**config.mk**
```make
export PLATFORM = sky130hd
export DESIGN_NAME = sdc_ctrl
export DESIGN_NICKNAME = d
export VERILOG_FILES = /design/src/sdc_pkg.sv /design/src/sdc_filt_if.sv /design/src/sdc_ctrl.sv /design/src/sdc_filter.sv
export VERILOG_INCLUDE_DIRS = /design/src
export SDC_FILE = /design/constraint.sdc
export NUM_CORES = 1
export LEC_CHECK = 0
export BUFFER_PORTS_ARGS = -buffer_cell sky130_fd_sc_hd__buf_2
export CORE_AREA = 3 3 156 158
export DETAILED_ROUTE_END_ITERATION = 12
export DIE_AREA = 0 0 159 161
export SETUP_SLACK_MARGIN = 0.2
export SYNTH_ARGS = -nofsm -noshare
export SYNTH_HDL_FRONTEND = slang
export SYNTH_SLANG_ARGS = --single-unit
```
**constraint.sdc**
```tcl
create_clock -name clock -period 5.9 [get_ports clock]
set_clock_uncertainty 0.2 [all_clocks]
set_input_delay 0.885 -clock clock [delete_from_list [all_inputs] [get_ports clock]]
set_output_delay 0.885 -clock clock [all_outputs]
set_load 0.02 [all_outputs]
```
**src/sdc_cfg.svh**
```systemverilog
`ifndef SDC_CFG_SVH
`define SDC_CFG_SVH
// Register word offsets
`define SDC_OFS_CTRL_A 3'h0
`define SDC_OFS_CTRL_B 3'h1
`define SDC_OFS_CLOCK 3'h2
`define SDC_OFS_CHAN 3'h3
`define SDC_OFS_RES_LOW 3'h4
`define SDC_OFS_RES_MID 3'h5
`define SDC_OFS_RES_HIGH 3'h6
`define SDC_OFS_POWER 3'h7
// Writable bits and reset values
`define SDC_CTRL_A_MASK 8'hFC
`define SDC_CTRL_A_RST 8'h20
`define SDC_CTRL_B_MASK 8'hE4
`define SDC_CLOCK_MASK 8'h1F
`define SDC_CHAN_MASK 8'hFF
`define SDC_POWER_MASK 8'h07
`define SDC_ZERO_BYTE 8'h00
// Field positions
`define SDC_BIT_FRST 7
`define SDC_BIT_SLEEP 6
`define SDC_BIT_POFF 5
`define SDC_OSR_HI 4
`define SDC_OSR_LO 2
`define SDC_CHOP_HI 7
`define SDC_CHOP_DIV 6
`define SDC_CHOP_ONE 7
`define SDC_CHOP_LO 5
`define SDC_BIT_HOLD 2
`define SDC_BIT_DONE 1
`define SDC_DIV_HI 4
`define SDC_NEG_HI 7
`define SDC_NEG_LO 4
`define SDC_POS_HI 3
`define SDC_POS_LO 0
`define SDC_BIT_REGEN 0
`define SDC_BIT_GIE 1
`define SDC_BIT_CIE 2
`define SDC_BIT_IRQF 3
// Codes and counts
`define SDC_DIV_BYPASS 5'h1F
`define SDC_TEMP_SEL 4'h7
`define SDC_ADCK_LONG 5'h1E
`define SDC_ADCK_SHORT 5'h0C
`define SDC_OSR_MAX_LOG2 5'h0E
`define SDC_RES_LOG2 5'h17
`define SDC_POS_FULL 24'h7FFFFF
`define SDC_NEG_FULL 24'h800000
`endif

```
**src/sdc_pkg.sv**
```systemverilog
package sdc_pkg;
  typedef enum logic [1:0] {
    SDC_PWRDN,
    SDC_SLEEP,
    SDC_NORMAL,
    SDC_RESET
  } sdc_mode_t;
  typedef logic [23:0] sdc_result_t;
endpackage : sdc_pkg

```
**src/sdc_filt_if.sv**
```systemverilog
`timescale 1ns/1ns
`default_nettype none
interface sdc_filt_if;
  logic sampleTick;
  logic modBit;
  logic run;
  logic [2:0] osrSel;
  logic chopTwo;
  logic resultValid;
  logic [23:0] result;
  modport ctrl (output sampleTick, modBit, run, osrSel, chopTwo, input resultValid, result);
  modport filt (input sampleTick, modBit, run, osrSel, chopTwo, output resultValid, result);
endinterface : sdc_filt_if
`default_nettype wire

```
**src/sdc_ctrl.sv**
```systemverilog
`timescale 1ns/1ns
`default_nettype none
`include "sdc_cfg.svh"
// Overview of operation
// - Power-off with regulator disabled shuts every analog and filter block down.
// - Power-off with regulator enabled keeps only bandgap and regulator running.
// - Sleep keeps bandgap, amplifier and filter on; modulator and sensor off.
// - Normal mode runs modulator and filter; regulator follows its enable.
// - Filter reset bit high holds the filter; its falling edge starts converting.
// - Temperature sensor on in normal and reset modes when an input selects it.
// - Done flag set at the end of every conversion while hold is off.
// - Interrupt request flag set with done; interrupt output only when enabled.
// - Without hold every new result overwrites the result registers.
// - With hold, the latest result stays; later results are discarded.
// - Converter clock is system clock, direct or divided by twice the divider field plus two.
// - Power-off stops all converter power draw except bandgap and regulator when the regulator is enabled.
// - Results are 24-bit two's complement, sign in the top bit.
// - Out-of-range results clamp to positive maximum or negative minimum.
// - Result equals input over reference ratio times two to the 23rd.
// - While hold is on, no interrupt is raised and done is unchanged.
// - Oversampling field 000..111 selects ratios 16384 halving to 128.
module sdc_ctrl import sdc_pkg::*; (
  // Clock and reset
  input wire logic clock,
  input wire logic rst_n,
  // Avalon-MM slave
  input wire logic [2:0] avs_address,
  input wire logic avs_read,
  input wire logic avs_write,
  input wire logic [31:0] avs_writedata,
  input wire logic [3:0] avs_byteenable,
  output logic [31:0] avs_readdata,
  output logic avs_waitrequest,
  // Modulator bitstream
  input wire logic modBit,
  // Analog power and filter controls
  output logic bandgapOn,
  output logic regulatorOn,
  output logic ampOn,
  output logic modulatorOn,
  output logic tempSensorOn,
  output logic filterOn,
  output logic filterRst,
  // Converter interrupt
  output logic convIrq
);
  sdc_filt_if fl ();

  sdc_filter #(.ACC_W(17)) uFilter (
    .clock(clock),
    .rst_n(rst_n),
    .fl(fl.filt)
  );

  // Register state
  logic [7:0] ctrlA, next_ctrlA;
  logic [7:0] ctrlB, next_ctrlB;
  logic [7:0] clkSel, next_clkSel;
  logic [7:0] chanSel, next_chanSel;
  logic [7:0] powerReg, next_powerReg;
  logic done, next_done;
  logic irqFlag, next_irqFlag;
  sdc_result_t result, next_result;
  logic [31:0] next_readdata;
  logic next_waitrequest;
  logic busReq, wrEn, capture, hold;
  logic [7:0] rdByte;

  assign busReq = avs_read || avs_write;
  assign wrEn = avs_write && !avs_waitrequest && avs_byteenable[0];
  assign hold = ctrlB[`SDC_BIT_HOLD];
  assign capture = fl.resultValid && !hold;

  always_comb begin
    unique case (avs_address)
      `SDC_OFS_CTRL_A: rdByte = ctrlA;
      `SDC_OFS_CTRL_B: rdByte = {ctrlB[7:2], done, 1'b0};
      `SDC_OFS_CLOCK: rdByte = clkSel;
      `SDC_OFS_CHAN: rdByte = chanSel;
      `SDC_OFS_RES_LOW: rdByte = result[7:0];
      `SDC_OFS_RES_MID: rdByte = result[15:8];
      `SDC_OFS_RES_HIGH: rdByte = result[23:16];
      `SDC_OFS_POWER: rdByte = {4'h0, irqFlag, powerReg[2:0]};
    endcase
    // One wait cycle, then the access completes
    next_waitrequest = !(busReq && avs_waitrequest);
    next_readdata = avs_readdata;
    if (avs_read && avs_waitrequest) begin
      next_readdata = {24'h000000, rdByte};
    end
    next_ctrlA = ctrlA;
    next_ctrlB = ctrlB;
    next_clkSel = clkSel;
    next_chanSel = chanSel;
    next_powerReg = powerReg;
    next_done = done;
    next_irqFlag = irqFlag;
    next_result = result;
    if (wrEn) begin
      unique case (avs_address)
        `SDC_OFS_CTRL_A: next_ctrlA = avs_writedata[7:0] & `SDC_CTRL_A_MASK;
        `SDC_OFS_CTRL_B: begin
          next_ctrlB = avs_writedata[7:0] & `SDC_CTRL_B_MASK;
          if (!avs_writedata[`SDC_BIT_DONE]) begin
            next_done = 1'b0;
          end
        end
        `SDC_OFS_CLOCK: next_clkSel = avs_writedata[7:0] & `SDC_CLOCK_MASK;
        `SDC_OFS_CHAN: next_chanSel = avs_writedata[7:0] & `SDC_CHAN_MASK;
        `SDC_OFS_POWER: begin
          next_powerReg = avs_writedata[7:0] & `SDC_POWER_MASK;
          if (!avs_writedata[`SDC_BIT_IRQF]) begin
            next_irqFlag = 1'b0;
          end
        end
        default: next_ctrlA = ctrlA;
      endcase
    end
    // A finishing conversion beats a clear in the same cycle
    if (capture) begin
      next_done = 1'b1;
      next_irqFlag = 1'b1;
      next_result = fl.result;
    end
  end

  always_ff @(posedge clock or negedge rst_n) begin
    if (!rst_n) begin
      ctrlA <= `SDC_CTRL_A_RST;
      ctrlB <= `SDC_ZERO_BYTE;
      clkSel <= `SDC_ZERO_BYTE;
      chanSel <= `SDC_ZERO_BYTE;
      powerReg <= `SDC_ZERO_BYTE;
      done <= 1'b0;
      irqFlag <= 1'b0;
      result <= '0;
      avs_readdata <= 32'h00000000;
      avs_waitrequest <= 1'b1;
    end else begin
      ctrlA <= next_ctrlA;
      ctrlB <= next_ctrlB;
      clkSel <= next_clkSel;
      chanSel <= next_chanSel;
      powerReg <= next_powerReg;
      done <= next_done;
      irqFlag <= next_irqFlag;
      result <= next_result;
      avs_readdata <= next_readdata;
      avs_waitrequest <= next_waitrequest;
    end
  end

  // Mode decode and analog enables
  sdc_mode_t mode;
  logic regEn, tempSel, armed, next_armed, frstPrev;
  logic next_bandgapOn, next_ampOn, next_modulatorOn, next_tempSensorOn;
  logic next_filterOn, next_filterRst, next_convIrq;

  assign regEn = powerReg[`SDC_BIT_REGEN];
  assign tempSel = (chanSel[`SDC_POS_HI:`SDC_POS_LO] == `SDC_TEMP_SEL)
                || (chanSel[`SDC_NEG_HI:`SDC_NEG_LO] == `SDC_TEMP_SEL);

  always_comb begin
    if (ctrlA[`SDC_BIT_POFF]) begin
      mode = SDC_PWRDN;
    end else if (ctrlA[`SDC_BIT_SLEEP]) begin
      mode = SDC_SLEEP;
    end else if (ctrlA[`SDC_BIT_FRST]) begin
      mode = SDC_RESET;
    end else begin
      mode = SDC_NORMAL;
    end
    next_bandgapOn = 1'b1;
    next_ampOn = 1'b1;
    next_modulatorOn = 1'b0;
    next_tempSensorOn = 1'b0;
    next_filterOn = 1'b1;
    next_filterRst = 1'b0;
    unique case (mode)
      SDC_PWRDN: begin
        next_bandgapOn = regEn;
        next_ampOn = 1'b0;
        next_filterOn = 1'b0;
      end
      SDC_SLEEP: begin
        next_bandgapOn = 1'b1;
      end
      SDC_NORMAL: begin
        next_modulatorOn = 1'b1;
        next_tempSensorOn = tempSel;
      end
      SDC_RESET: begin
        next_modulatorOn = 1'b1;
        next_tempSensorOn = tempSel;
        next_filterRst = 1'b1;
      end
    endcase
    // Conversions run only after a completed reset pulse
    next_armed = armed;
    if (mode == SDC_PWRDN || mode == SDC_SLEEP) begin
      next_armed = 1'b0;
    end else if (frstPrev && !ctrlA[`SDC_BIT_FRST]) begin
      next_armed = 1'b1;
    end
    next_convIrq = irqFlag && powerReg[`SDC_BIT_GIE] && powerReg[`SDC_BIT_CIE];
  end

  always_ff @(posedge clock or negedge rst_n) begin
    if (!rst_n) begin
      bandgapOn <= 1'b0;
      regulatorOn <= 1'b0;
      ampOn <= 1'b0;
      modulatorOn <= 1'b0;
      tempSensorOn <= 1'b0;
      filterOn <= 1'b0;
      filterRst <= 1'b0;
      convIrq <= 1'b0;
      armed <= 1'b0;
      frstPrev <= 1'b0;
    end else begin
      bandgapOn <= next_bandgapOn;
      regulatorOn <= regEn;
      ampOn <= next_ampOn;
      modulatorOn <= next_modulatorOn;
      tempSensorOn <= next_tempSensorOn;
      filterOn <= next_filterOn;
      filterRst <= next_filterRst;
      convIrq <= next_convIrq;
      armed <= next_armed;
      frstPrev <= ctrlA[`SDC_BIT_FRST];
    end
  end

  // Converter clock and sample rate
  logic [5:0] divCnt, next_divCnt, divLast;
  logic [4:0] adckCnt, next_adckCnt, adckLast;
  logic mclkTick, sampleTick, next_sampleTick, modRun;

  assign modRun = (mode == SDC_NORMAL);
  assign divLast = {clkSel[`SDC_DIV_HI:0], 1'b1};
  assign adckLast = (ctrlB[`SDC_CHOP_DIV] ? `SDC_ADCK_SHORT : `SDC_ADCK_LONG) - 5'h01;

  always_comb begin
    mclkTick = 1'b0;
    next_divCnt = divCnt + 6'h01;
    if (!modRun) begin
      next_divCnt = 6'h00;
    end else if (clkSel[`SDC_DIV_HI:0] == `SDC_DIV_BYPASS) begin
      mclkTick = 1'b1;
      next_divCnt = 6'h00;
    end else if (divCnt == divLast) begin
      mclkTick = 1'b1;
      next_divCnt = 6'h00;
    end
    next_adckCnt = adckCnt;
    next_sampleTick = 1'b0;
    if (!modRun) begin
      next_adckCnt = 5'h00;
    end else if (mclkTick) begin
      if (adckCnt == adckLast) begin
        next_adckCnt = 5'h00;
        next_sampleTick = 1'b1;
      end else begin
        next_adckCnt = adckCnt + 5'h01;
      end
    end
  end

  always_ff @(posedge clock or negedge rst_n) begin
    if (!rst_n) begin
      divCnt <= 6'h00;
      adckCnt <= 5'h00;
      sampleTick <= 1'b0;
    end else begin
      divCnt <= next_divCnt;
      adckCnt <= next_adckCnt;
      sampleTick <= next_sampleTick;
    end
  end

  assign fl.sampleTick = sampleTick;
  assign fl.modBit = modBit;
  assign fl.run = modRun && armed;
  assign fl.osrSel = ctrlA[`SDC_OSR_HI:`SDC_OSR_LO];
  assign fl.chopTwo = !ctrlB[`SDC_CHOP_ONE];
endmodule : sdc_ctrl
`default_nettype wire

```
**src/sdc_filter.sv**
```systemverilog
`timescale 1ns/1ns
`default_nettype none
`include "sdc_cfg.svh"
module sdc_filter import sdc_pkg::*; #(
  parameter int ACC_W = 17
) (
  // Clock and reset
  input wire logic clock,
  input wire logic rst_n,
  // Control side
  sdc_filt_if.filt fl
);
  localparam int WIDE_W = ACC_W + 24;
  localparam logic signed [WIDE_W-1:0] POS_LIM = {{ACC_W{1'b0}}, `SDC_POS_FULL};
  localparam logic signed [WIDE_W-1:0] NEG_LIM = {{ACC_W{1'b1}}, `SDC_NEG_FULL};

  generate
    if (ACC_W < 17 || ACC_W > 32) begin : gBadAcc
      $error("sdc_filter: accumulator must be 17 to 32 bits");
    end
  endgenerate

  logic signed [ACC_W-1:0] acc, next_acc, sum, step;
  logic [ACC_W-1:0] cnt, next_cnt, lastCnt;
  logic valid, next_valid;
  sdc_result_t res, next_res;
  logic [4:0] log2N, shift;
  logic signed [WIDE_W-1:0] wide;

  always_comb begin
    // Samples per conversion: ratio, doubled when chopping by two
    log2N = `SDC_OSR_MAX_LOG2 - {2'h0, fl.osrSel} + {4'h0, fl.chopTwo};
    lastCnt = (ACC_W'(1) << log2N) - ACC_W'(1);
    step = fl.modBit ? ACC_W'(1) : {ACC_W{1'b1}};
    sum = acc + step;
    // Full-scale density maps to two to the 23rd
    shift = `SDC_RES_LOG2 - log2N;
    wide = WIDE_W'(sum) <<< shift;
    next_acc = acc;
    next_cnt = cnt;
    next_res = res;
    next_valid = 1'b0;
    if (!fl.run) begin
      next_acc = '0;
      next_cnt = '0;
    end else if (fl.sampleTick) begin
      if (cnt == lastCnt) begin
        next_valid = 1'b1;
        next_acc = '0;
        next_cnt = '0;
        if (wide > POS_LIM) begin
          next_res = `SDC_POS_FULL;
        end else if (wide < NEG_LIM) begin
          next_res = `SDC_NEG_FULL;
        end else begin
          next_res = wide[23:0];
        end
      end else begin
        next_acc = sum;
        next_cnt = cnt + ACC_W'(1);
      end
    end
  end

  always_ff @(posedge clock or negedge rst_n) begin
    if (!rst_n) begin
      acc <= '0;
      cnt <= '0;
      valid <= 1'b0;
      res <= '0;
    end else begin
      acc <= next_acc;
      cnt <= next_cnt;
      valid <= next_valid;
      res <= next_res;
    end
  end

  assign fl.resultValid = valid;
  assign fl.result = res;
endmodule : sdc_filter
`default_nettype wire

```
==> impl_table.tex, run 1 <==
\begin{tabular}{lr}
\hline
Metric & Value \\
\hline
\multicolumn{2}{l}{\textbf{STA}} \\
\quad Relative slew slack & 30.2\% \\
\quad Unrepaired setup endpoints after global routing & no \\
\quad Final setup margin & 832 ps \\
\quad Fin Setup TNS & 0 ps \\
\quad Final hold viol count & 0 \\
\quad Slew @ Worst Pin & 1050 ps \\
\quad Total count of max-transition violations in the final report & 0 \\
\quad Max Freq & 197 MHz \\
\quad Min Tclk post-route & 5070 ps \\
\quad Final number of setup-violating endpoints & 0 \\
\quad Post-route clock period utilization & 85.9\% \\
\multicolumn{2}{l}{\textbf{Critical path}} \\
\quad Launch point of the worst reg-to-reg path & ctrlA[2]\$\_DFFE\_PN0P\_ \\
\quad Count of cells along the worst register-to-register path & 15 \\
\quad Largest driver fanout on the critical path & 14 \\
\quad Data required time at the worst endpoint & 6000 ps \\
\quad Path type of the worst setup path & flop to flop \\
\quad Cell seen most often among critical-path stages & sky130\_fd\_sc\_hd\_\_ha\_1 \\
\quad CP max stage cell & sky130\_fd\_sc\_hd\_\_and4b\_1 \\
\quad Reg2reg setup slack & 830 ps \\
\quad Endpoint arrival time on the critical path & 5170 ps \\
\quad Type of destination of the critical path & flop \\
\quad Startpoint type of the worst setup path & flop \\
\quad Crit-path cells & ha\_1 > ha\_1 > and4b\_1 > nand2\_1 > ha\_1 > nand2b\_1 > o21ai\_0 > a32oi\_1 > xor2\_1 > nand4\_1 > or3\_1 > nor4\_1 > nand3\_1 > a21boi\_0 > o21ai\_1 \\
\quad Delay of the slowest critical-path stage & 490 ps \\
\quad R2R Path End & uFilter.fl.result[9]\$\_DFFE\_PN0P\_ \\
\multicolumn{2}{l}{\textbf{GRT}} \\
\quad Total global routing track utilization & 19.3\% \\
\quad Pin count of the biggest net entering global routing & 112 \\
\quad Total gr overflow & 0 \\
\quad Global-route wire length before repair & 40400 um \\
\quad Number of antenna violations at the first check in global routing & 0 \\
\quad Vias in the first global route & 7435 \\
\multicolumn{2}{l}{\textbf{Flow run}} \\
\quad MaxCap Viol Count & 0 \\
\multicolumn{2}{l}{\textbf{Power and ir drop}} \\
\quad PwrDens & 312 mW/mm2 \\
\quad Maximum vdd drop & 176 uV \\
\quad Final Total Pwr & 3.19 mW \\
\quad Static leakage & 4.57 nW \\
\multicolumn{2}{l}{\textbf{Floorplanning}} \\
\quad Standard-cell rows & 56 \\
\quad Initial cell density of the core & 39.6\% \\
\quad Die Width & 159 um \\
\quad Vertical extent of the die & 161 um \\
\quad Area of the placeable core & 0.0233 mm2 \\
\quad Die Area & 0.0256 mm2 \\
\quad Number of top-level pins & 85 \\
\multicolumn{2}{l}{\textbf{Final layout}} \\
\quad Number of antenna repair diodes & 0 \\
\quad Filler instances & 2328 \\
\quad Most common library cell in the layout ignoring fill and taps & sky130\_fd\_sc\_hd\_\_dfrtp\_1 \\
\quad Commonest non-fill, non-tap cells in the layout & sky130\_fd\_sc\_hd\_\_dfrtp\_1, sky130\_fd\_sc\_hd\_\_nand2\_1, sky130\_fd\_sc\_hd\_\_o21ai\_0 \\
\quad Total Nets Final & 1117 \\
\quad Share of post-route cells with drive strength above 1 & 16.7\% \\
\quad Area growth from synthesis to layout & 11.0\% \\
\quad Finished Layout Cells & 1383 \\
\multicolumn{2}{l}{\textbf{Synthesis}} \\
\quad Post-synthesis async set-or-reset flop share & 100\% \\
\quad Ys flop type & sky130\_fd\_sc\_hd\_\_dfrtp\_1 \\
\quad Mean post-synth cell area & 8.91 um2 \\
\quad Part of the Yosys area used for sequential elements & 38.3\% \\
\quad Top cell type by total area after synthesis & sky130\_fd\_sc\_hd\_\_dfrtp\_1 \\
\quad \#FFs+latches synth & 141 \\
\quad Top-area cell type share of the netlist area & 37.7\% \\
\quad Mapped Cells & 1035 \\
\quad Cells taking the most area after synthesis & sky130\_fd\_sc\_hd\_\_dfrtp\_1, sky130\_fd\_sc\_hd\_\_mux2\_2, sky130\_fd\_sc\_hd\_\_nand2\_1 \\
\quad Number of synthesized flops with an enable pin & 0 \\
\quad Yosys warning count & 0 \\
\quad Distinct cell type count after synthesis & 84 \\
\quad Area of the mapped netlist & 0.00922 mm2 \\
\multicolumn{2}{l}{\textbf{Hold path}} \\
\quad Hold Path End & uFilter.fl.result[7]\$\_DFFE\_PN0P\_ \\
\quad Worst hold path cell count & 2 \\
\quad Hold Startpoint & uFilter.fl.result[7]\$\_DFFE\_PN0P\_ \\
\quad Type of the most critical hold path & flop to flop \\
\multicolumn{2}{l}{\textbf{Clocking}} \\
\quad Deepest clock path buffer count & 2 \\
\quad Root buffer cell & sky130\_fd\_sc\_hd\_\_clkbuf\_16 \\
\quad Count of clock tree sinks & 141 \\
\quad \# Post-CTS Setup Buffers & 0 \\
\quad Clock network latency to the later pin of the worst-skew pair & 430 ps \\
\quad Resized cells post-CTS & 0 \\
\quad TritonCTS clock tree & built \\
\quad Number of buffers created by CTS & 17 \\
\quad Hold-fix buffers at CTS & 0 \\
\quad Clock H-tree levels & 4 \\
\quad Clock slew at reported path FFs & 70 ps \\
\multicolumn{2}{l}{\textbf{Detailed routing}} \\
\quad Number of nets still failing antenna checks after routing & 0 \\
\quad Total via count in the routed design & 7776 \\
\quad Ratio of routed vias to standard cells & 5.62 \\
\quad Initial DRC count & 638 \\
\quad Final routed wirelength across all metal layers & 24700 um \\
\quad Average detailed-routed wire length per instance & 17.8 um \\
\quad Count of unresolved DRC violations after routing & 0 \\
\quad Detailed Routing Iterations Pass 1 & 5 \\
\multicolumn{2}{l}{\textbf{Placement}} \\
\quad Final Wtd Congestion & 0.940 \\
\quad Total of buffers placed on input and output ports & 33 \\
\quad Number of instances in the placed design & 1351 \\
\quad Placement-stage worst setup slack & 640 ps \\
\quad Detail Placement HPWL & 17800 um \\
\multicolumn{2}{l}{\textbf{Status}} \\
\quad Result of the run & finished, final reports clean \\
\hline
\end{tabular}
-- worst max path at each step --
stage | startpoint | end | slack [ps] | cells past startpoint
finish | ctrlA[2]$_DFFE_PN0P_ | uFilter.fl.result[9]$_DFFE_PN0P_ | 830 | 15
global route | ctrlA[2]$_DFFE_PN0P_ | uFilter.fl.result[9]$_DFFE_PN0P_ | 460 | 15
CTS | ctrlA[2]$_DFFE_PN0P_ | uFilter.fl.result[14]$_DFFE_PN0P_ | 900 | 18
detailed placement | modBit | uFilter.fl.result[14]$_DFFE_PN0P_ | 640 | 16
global placement | modBit | uFilter.fl.result[14]$_DFFE_PN0P_ | 650 | 16
floorplan | modBit | uFilter.fl.result[18]$_DFFE_PN0P_ | 1390 | 16
-- sequential cells by signal, indices dropped and copies added (netlist names), 5 cells and up --
name / count
avs_readdata: 8
clkSel: 5
divCnt: 6
uFilter.acc: 17
chanSel: 8
uFilter.cnt: 17
uFilter.fl.result: 24
result: 24
adckCnt: 5
ctrlA: 6
-- logic make-up (layout without fill, tap and decap cells) --
| group | Yosys count | in the layout | share of synthesized area [%] |
|---|---|---|---|
| compound gates | 296 | 296 | 20.9 |
| xor+xnor | 40 | 40 | 3.88 |
| fa+ha+maj | 22 | 22 | 3.07 |
| buf+inv | 103 | 109 | 5.73 |
| flops | 141 | 141 | 38.3 |
| mux | 74 | 74 | 9.44 |
| other cells | 1 | 24 | 0.0407 |
| simple gates | 358 | 358 | 18.6 |
-- cell usage after synthesis, types with 12 or more instances --
| master | instances |
|---|---|
| sky130_fd_sc_hd__a21oi_1 | 49 |
| sky130_fd_sc_hd__and3_1 | 19 |
| sky130_fd_sc_hd__buf_2 | 14 |
| sky130_fd_sc_hd__buf_4 | 27 |
| sky130_fd_sc_hd__clkbuf_1 | 34 |
| sky130_fd_sc_hd__dfrtp_1 | 139 |
| sky130_fd_sc_hd__ha_1 | 21 |
| sky130_fd_sc_hd__inv_1 | 18 |
| sky130_fd_sc_hd__mux2_2 | 54 |
| sky130_fd_sc_hd__mux2i_1 | 15 |
| sky130_fd_sc_hd__nand2_1 | 131 |
| sky130_fd_sc_hd__nand2b_1 | 12 |
| sky130_fd_sc_hd__nand3_1 | 34 |
| sky130_fd_sc_hd__nor2_1 | 77 |
| sky130_fd_sc_hd__nor3_1 | 22 |
| sky130_fd_sc_hd__o211ai_1 | 12 |
| sky130_fd_sc_hd__o21ai_0 | 94 |
| sky130_fd_sc_hd__o21ai_1 | 13 |
| sky130_fd_sc_hd__xnor2_1 | 17 |
| sky130_fd_sc_hd__xor2_1 | 22 |
-- metal layers --
layer / global-route usage, % / up-vias / part of all wire (%)
met2: 31.2 / 209 / 47
met5: 0 / - / 0
li1: - / 3758 / -
met3: 3.72 / 28 / 4.8
met1: 26.6 / 3781 / 46
met4: 5.85 / 0 / 2.0
-- power breakdown --
| part | internal [mW] | switching (mW) |
|---|---|---|
| Sequential | 1.04 | 0.0677 |
| Combinational | 0.340 | 0.607 |
| Clock | 0.647 | 0.487 |
-- metrics by stage --
stage	area [um2]	util (%)	hold WS [ps]
finish	10200	44.0	270
global placement	9610	41.3	255
CTS	10200	44.0	275
floorplan	9310	-	178
global route	10200	44.0	294
detailed placement	9610	41.3	259
-- layout make-up --
type | count | area, um2 | share of cell area [%]
multi-input combinational | 814 | 5260 | 51.4
inverter | 21 | 78.8 | 0.770
clock buffer | 17 | 425 | 4.16
tap | 319 | 399 | 3.90
clock inverter | 15 | 195 | 1.91
timing repair buffer | 56 | 344 | 3.36
sequential | 141 | 3530 | 34.5
-- worst max-delay path, delay by kind of cell, from the launching register on --
kind,cells,cell delay [ps]
AOI/OAI and AO/OA,4,720
xor gates and xnor gates,1,230
adders and majority gates,3,900
DFF,1,420
and+or+nand+nor,7,2470
Note: power is estimated with default switching activity, not from simulation.
==> run 2, diff against run 1 <==
CORE_AREA = 5 5 158 160   (was 3 3 156 158)
DIE_AREA = 0 0 163 165   (was 0 0 159 161)
PLACE_DENSITY = 0.58   (was not set)
==> impl_table.tex, run 2 (same netlist as run 1, synthesis figures left out) <==
\begin{tabular}{lr}
\hline
Metric & Value \\
\hline
\multicolumn{2}{l}{\textbf{Detailed routing}} \\
\quad Routed wire length on met3 & 1070 um (-11\%) \\
\quad Ratio of routed vias to standard cells & 5.58 (-0.74\%) \\
\quad Count of unresolved DRC violations after routing & 0 (unchanged) \\
\quad Number of nets still failing antenna checks after routing & 0 (unchanged) \\
\quad Initial DRC count & 441 (-31\%) \\
\quad Detailed Routing Iterations Pass 1 & 5 (unchanged) \\
\quad Average detailed-routed wire length per instance & 17.8 um (-0.29\%) \\
\quad Final routed wirelength across all metal layers & 24600 um (-0.43\%) \\
\quad Highest layer used for signal routing & met4 \\
\quad Total via count in the routed design & 7707 (-0.89\%) \\
\quad WL met2 & 11500 um (-0.94\%) \\
\quad Met1 Wirelength & 11400 um (+0.11\%) \\
\multicolumn{2}{l}{\textbf{Critical path}} \\
\quad Startpoint type of the worst setup path & input pin \\
\quad R2R Path End & uFilter.fl.result[21]\$\_DFFE\_PN0P\_ \\
\quad Path type of the worst setup path & input pin to flop \\
\quad Launch point of the worst reg-to-reg path & ctrlA[2]\$\_DFFE\_PN0P\_ \\
\quad Count of cells along the worst register-to-register path & 19 (+4) \\
\quad Data required time at the worst endpoint & 6010 ps (about the same) \\
\quad Endpoint arrival time on the critical path & 5200 ps (+30 ps) \\
\quad Largest driver fanout on the critical path & 15 (+1) \\
\quad Reg2reg setup slack & 970 ps (+140 ps) \\
\quad Type of destination of the critical path & flop \\
\multicolumn{2}{l}{\textbf{GRT}} \\
\quad Global-route wire length before repair & 40000 um (-1.0\%) \\
\quad Number of antenna violations at the first check in global routing & 0 (unchanged) \\
\quad Total global routing track utilization & 18.6\% (-0.71 points) \\
\quad Vias in the first global route & 7348 (-1.2\%) \\
\quad Pin count of the biggest net entering global routing & 96 (-14\%) \\
\quad Total gr overflow & 0 (unchanged) \\
\multicolumn{2}{l}{\textbf{Final layout}} \\
\quad Total Nets Final & 1116 (-0.090\%) \\
\quad Share of post-route cells with drive strength above 1 & 16.6\% (-0.16 points) \\
\quad Area growth from synthesis to layout & 10.8\% \\
\quad Number of antenna repair diodes & 0 (unchanged) \\
\quad Largest registers & result x24, uFilter.fl.result x24 \\
\quad Finished Layout Cells & 1381 (-0.14\%) \\
\quad Final Util & 43.9\% (-0.086 points) \\
\quad Most common library cell in the layout ignoring fill and taps & sky130\_fd\_sc\_hd\_\_dfrtp\_1 \\
\quad Filler instances & 2314 (-0.60\%) \\
\quad Commonest non-fill, non-tap cells in the layout & sky130\_fd\_sc\_hd\_\_dfrtp\_1, sky130\_fd\_sc\_hd\_\_nand2\_1, sky130\_fd\_sc\_hd\_\_o21ai\_0 \\
\multicolumn{2}{l}{\textbf{STA}} \\
\quad Unrepaired setup endpoints after global routing & no \\
\quad Final hold viol count & 0 (unchanged) \\
\quad Min Tclk post-route & 5090 ps (+20.4 ps) \\
\quad Worst hold slack & 274 ps (+4.10 ps) \\
\quad Post-route clock period utilization & 86.2\% (+0.34 points) \\
\quad Relative slew slack & 30.8\% (+0.57 points) \\
\quad Fin Setup TNS & 0 ps (unchanged) \\
\quad Max Freq & 197 MHz (-0.40\%) \\
\quad Total count of max-transition violations in the final report & 0 (unchanged) \\
\quad Slew @ Worst Pin & 1030 ps (-12.3 ps) \\
\quad Final number of setup-violating endpoints & 0 (unchanged) \\
\multicolumn{2}{l}{\textbf{Clocking}} \\
\quad Hold-fix buffers at CTS & 0 (unchanged) \\
\quad Number of buffers created by CTS & 17 (unchanged) \\
\quad Resized cells post-CTS & 0 (unchanged) \\
\quad Clock network latency to the later pin of the worst-skew pair & 430 ps (about the same) \\
\quad Clock H-tree levels & 4 (unchanged) \\
\quad TritonCTS clock tree & built \\
\quad Clock slew at reported path FFs & 60 ps (about the same) \\
\quad Deepest clock path buffer count & 2 (unchanged) \\
\quad \# Post-CTS Setup Buffers & 0 (unchanged) \\
\quad Root buffer cell & sky130\_fd\_sc\_hd\_\_clkbuf\_16 \\
\quad Count of clock tree sinks & 141 (unchanged) \\
\multicolumn{2}{l}{\textbf{Placement}} \\
\quad Number of instances in the placed design & 1350 (-0.074\%) \\
\quad Total of buffers placed on input and output ports & 33 (unchanged) \\
\quad Final Wtd Congestion & 0.929 (-1.2\%) \\
\quad Detail Placement HPWL & 17900 um (+0.65\%) \\
\multicolumn{2}{l}{\textbf{Floorplanning}} \\
\quad Vertical extent of the die & 165 um (+2.5\%) \\
\quad Die Width & 163 um (+2.5\%) \\
\quad Number of top-level pins & 85 (unchanged) \\
\quad Area of the placeable core & 0.0233 mm2 (unchanged) \\
\quad Standard-cell rows & 56 (unchanged) \\
\quad Die Area & 0.0269 mm2 (+5.1\%) \\
\quad Initial cell density of the core & 39.6\% (unchanged) \\
\multicolumn{2}{l}{\textbf{Flow run}} \\
\quad MaxCap Viol Count & 0 (unchanged) \\
\multicolumn{2}{l}{\textbf{Power and ir drop}} \\
\quad Maximum vdd drop & 198 uV (+13\%) \\
\quad PwrDens & 311 mW/mm2 (-0.27\%) \\
\quad Static leakage & 4.56 nW (-0.29\%) \\
\quad Final Total Pwr & 3.18 mW (-0.46\%) \\
\multicolumn{2}{l}{\textbf{Hold path}} \\
\quad Worst hold path cell count & 2 (unchanged) \\
\quad Hold Path End & uFilter.fl.result[3]\$\_DFFE\_PN0P\_ \\
\quad Hold Startpoint & uFilter.fl.result[3]\$\_DFFE\_PN0P\_ \\
\quad Type of the most critical hold path & flop to flop \\
\multicolumn{2}{l}{\textbf{Status}} \\
\quad Result of the run & finished, final reports clean \\
\hline
\end{tabular}
[run 2: through the flow]
stage	worst slack, ps	instance area [um2]
floorplan	1390	9310
global placement	438	9610
detailed placement	448	9610
CTS	851	10200
global route	342	10200
finish	811	10200
[run 2: worst max-delay path by stage]
| stage | start | to | slack [ps] | cells after the start |
|---|---|---|---|---|
| final | modBit | uFilter.fl.result[17]$_DFFE_PN0P_ | 810 | 15 |
| after global routing | modBit | uFilter.fl.result[17]$_DFFE_PN0P_ | 340 | 15 |
| after detailed placement | modBit | uFilter.fl.result[17]$_DFFE_PN0P_ | 450 | 15 |
| after floorplan | modBit | uFilter.fl.result[18]$_DFFE_PN0P_ | 1390 | 16 |
| after CTS | modBit | uFilter.fl.result[17]$_DFFE_PN0P_ | 850 | 15 |
| after global placement | modBit | uFilter.fl.result[17]$_DFFE_PN0P_ | 440 | 15 |
[run 2: power breakdown]
group	switching, mW	internal, mW	total (mW)
registers	0.0693	1.04	1.11
logic	0.604	0.333	0.937
clock network	0.454	0.673	1.13
[run 2: area by class of cell]
type / count / area, um2 / share of cell area (%)
inverter: 21 / 78.8 / 0.772
timing repair buffer: 55 / 337 / 3.29
clock buffer: 17 / 425 / 4.16
multi-input combinational: 814 / 5260 / 51.5
clock inverter: 14 / 183 / 1.79
tap: 319 / 399 / 3.91
sequential: 141 / 3530 / 34.6
[run 2: critical path: stages]
cell                       delay (ps)
sky130_fd_sc_hd__buf_2            140
sky130_fd_sc_hd__inv_1            440
sky130_fd_sc_hd__ha_1             450
sky130_fd_sc_hd__a21oi_1          370
sky130_fd_sc_hd__nand2_1          180
sky130_fd_sc_hd__o211a_1          270
sky130_fd_sc_hd__a211oi_1         470
sky130_fd_sc_hd__nor2_1           160
sky130_fd_sc_hd__o21ai_0          310
sky130_fd_sc_hd__or2_1            230
sky130_fd_sc_hd__o221ai_1         120
sky130_fd_sc_hd__nand4b_1         250
sky130_fd_sc_hd__o31ai_1          560
sky130_fd_sc_hd__o221a_2          320
sky130_fd_sc_hd__o21ai_2           50
[run 2: metal layers]
metal,vias up,global-route usage [%]
li1,3743,-
met1,3730,25.8
met2,188,29.5
met3,46,3.57
met4,0,6.14
met5,-,0
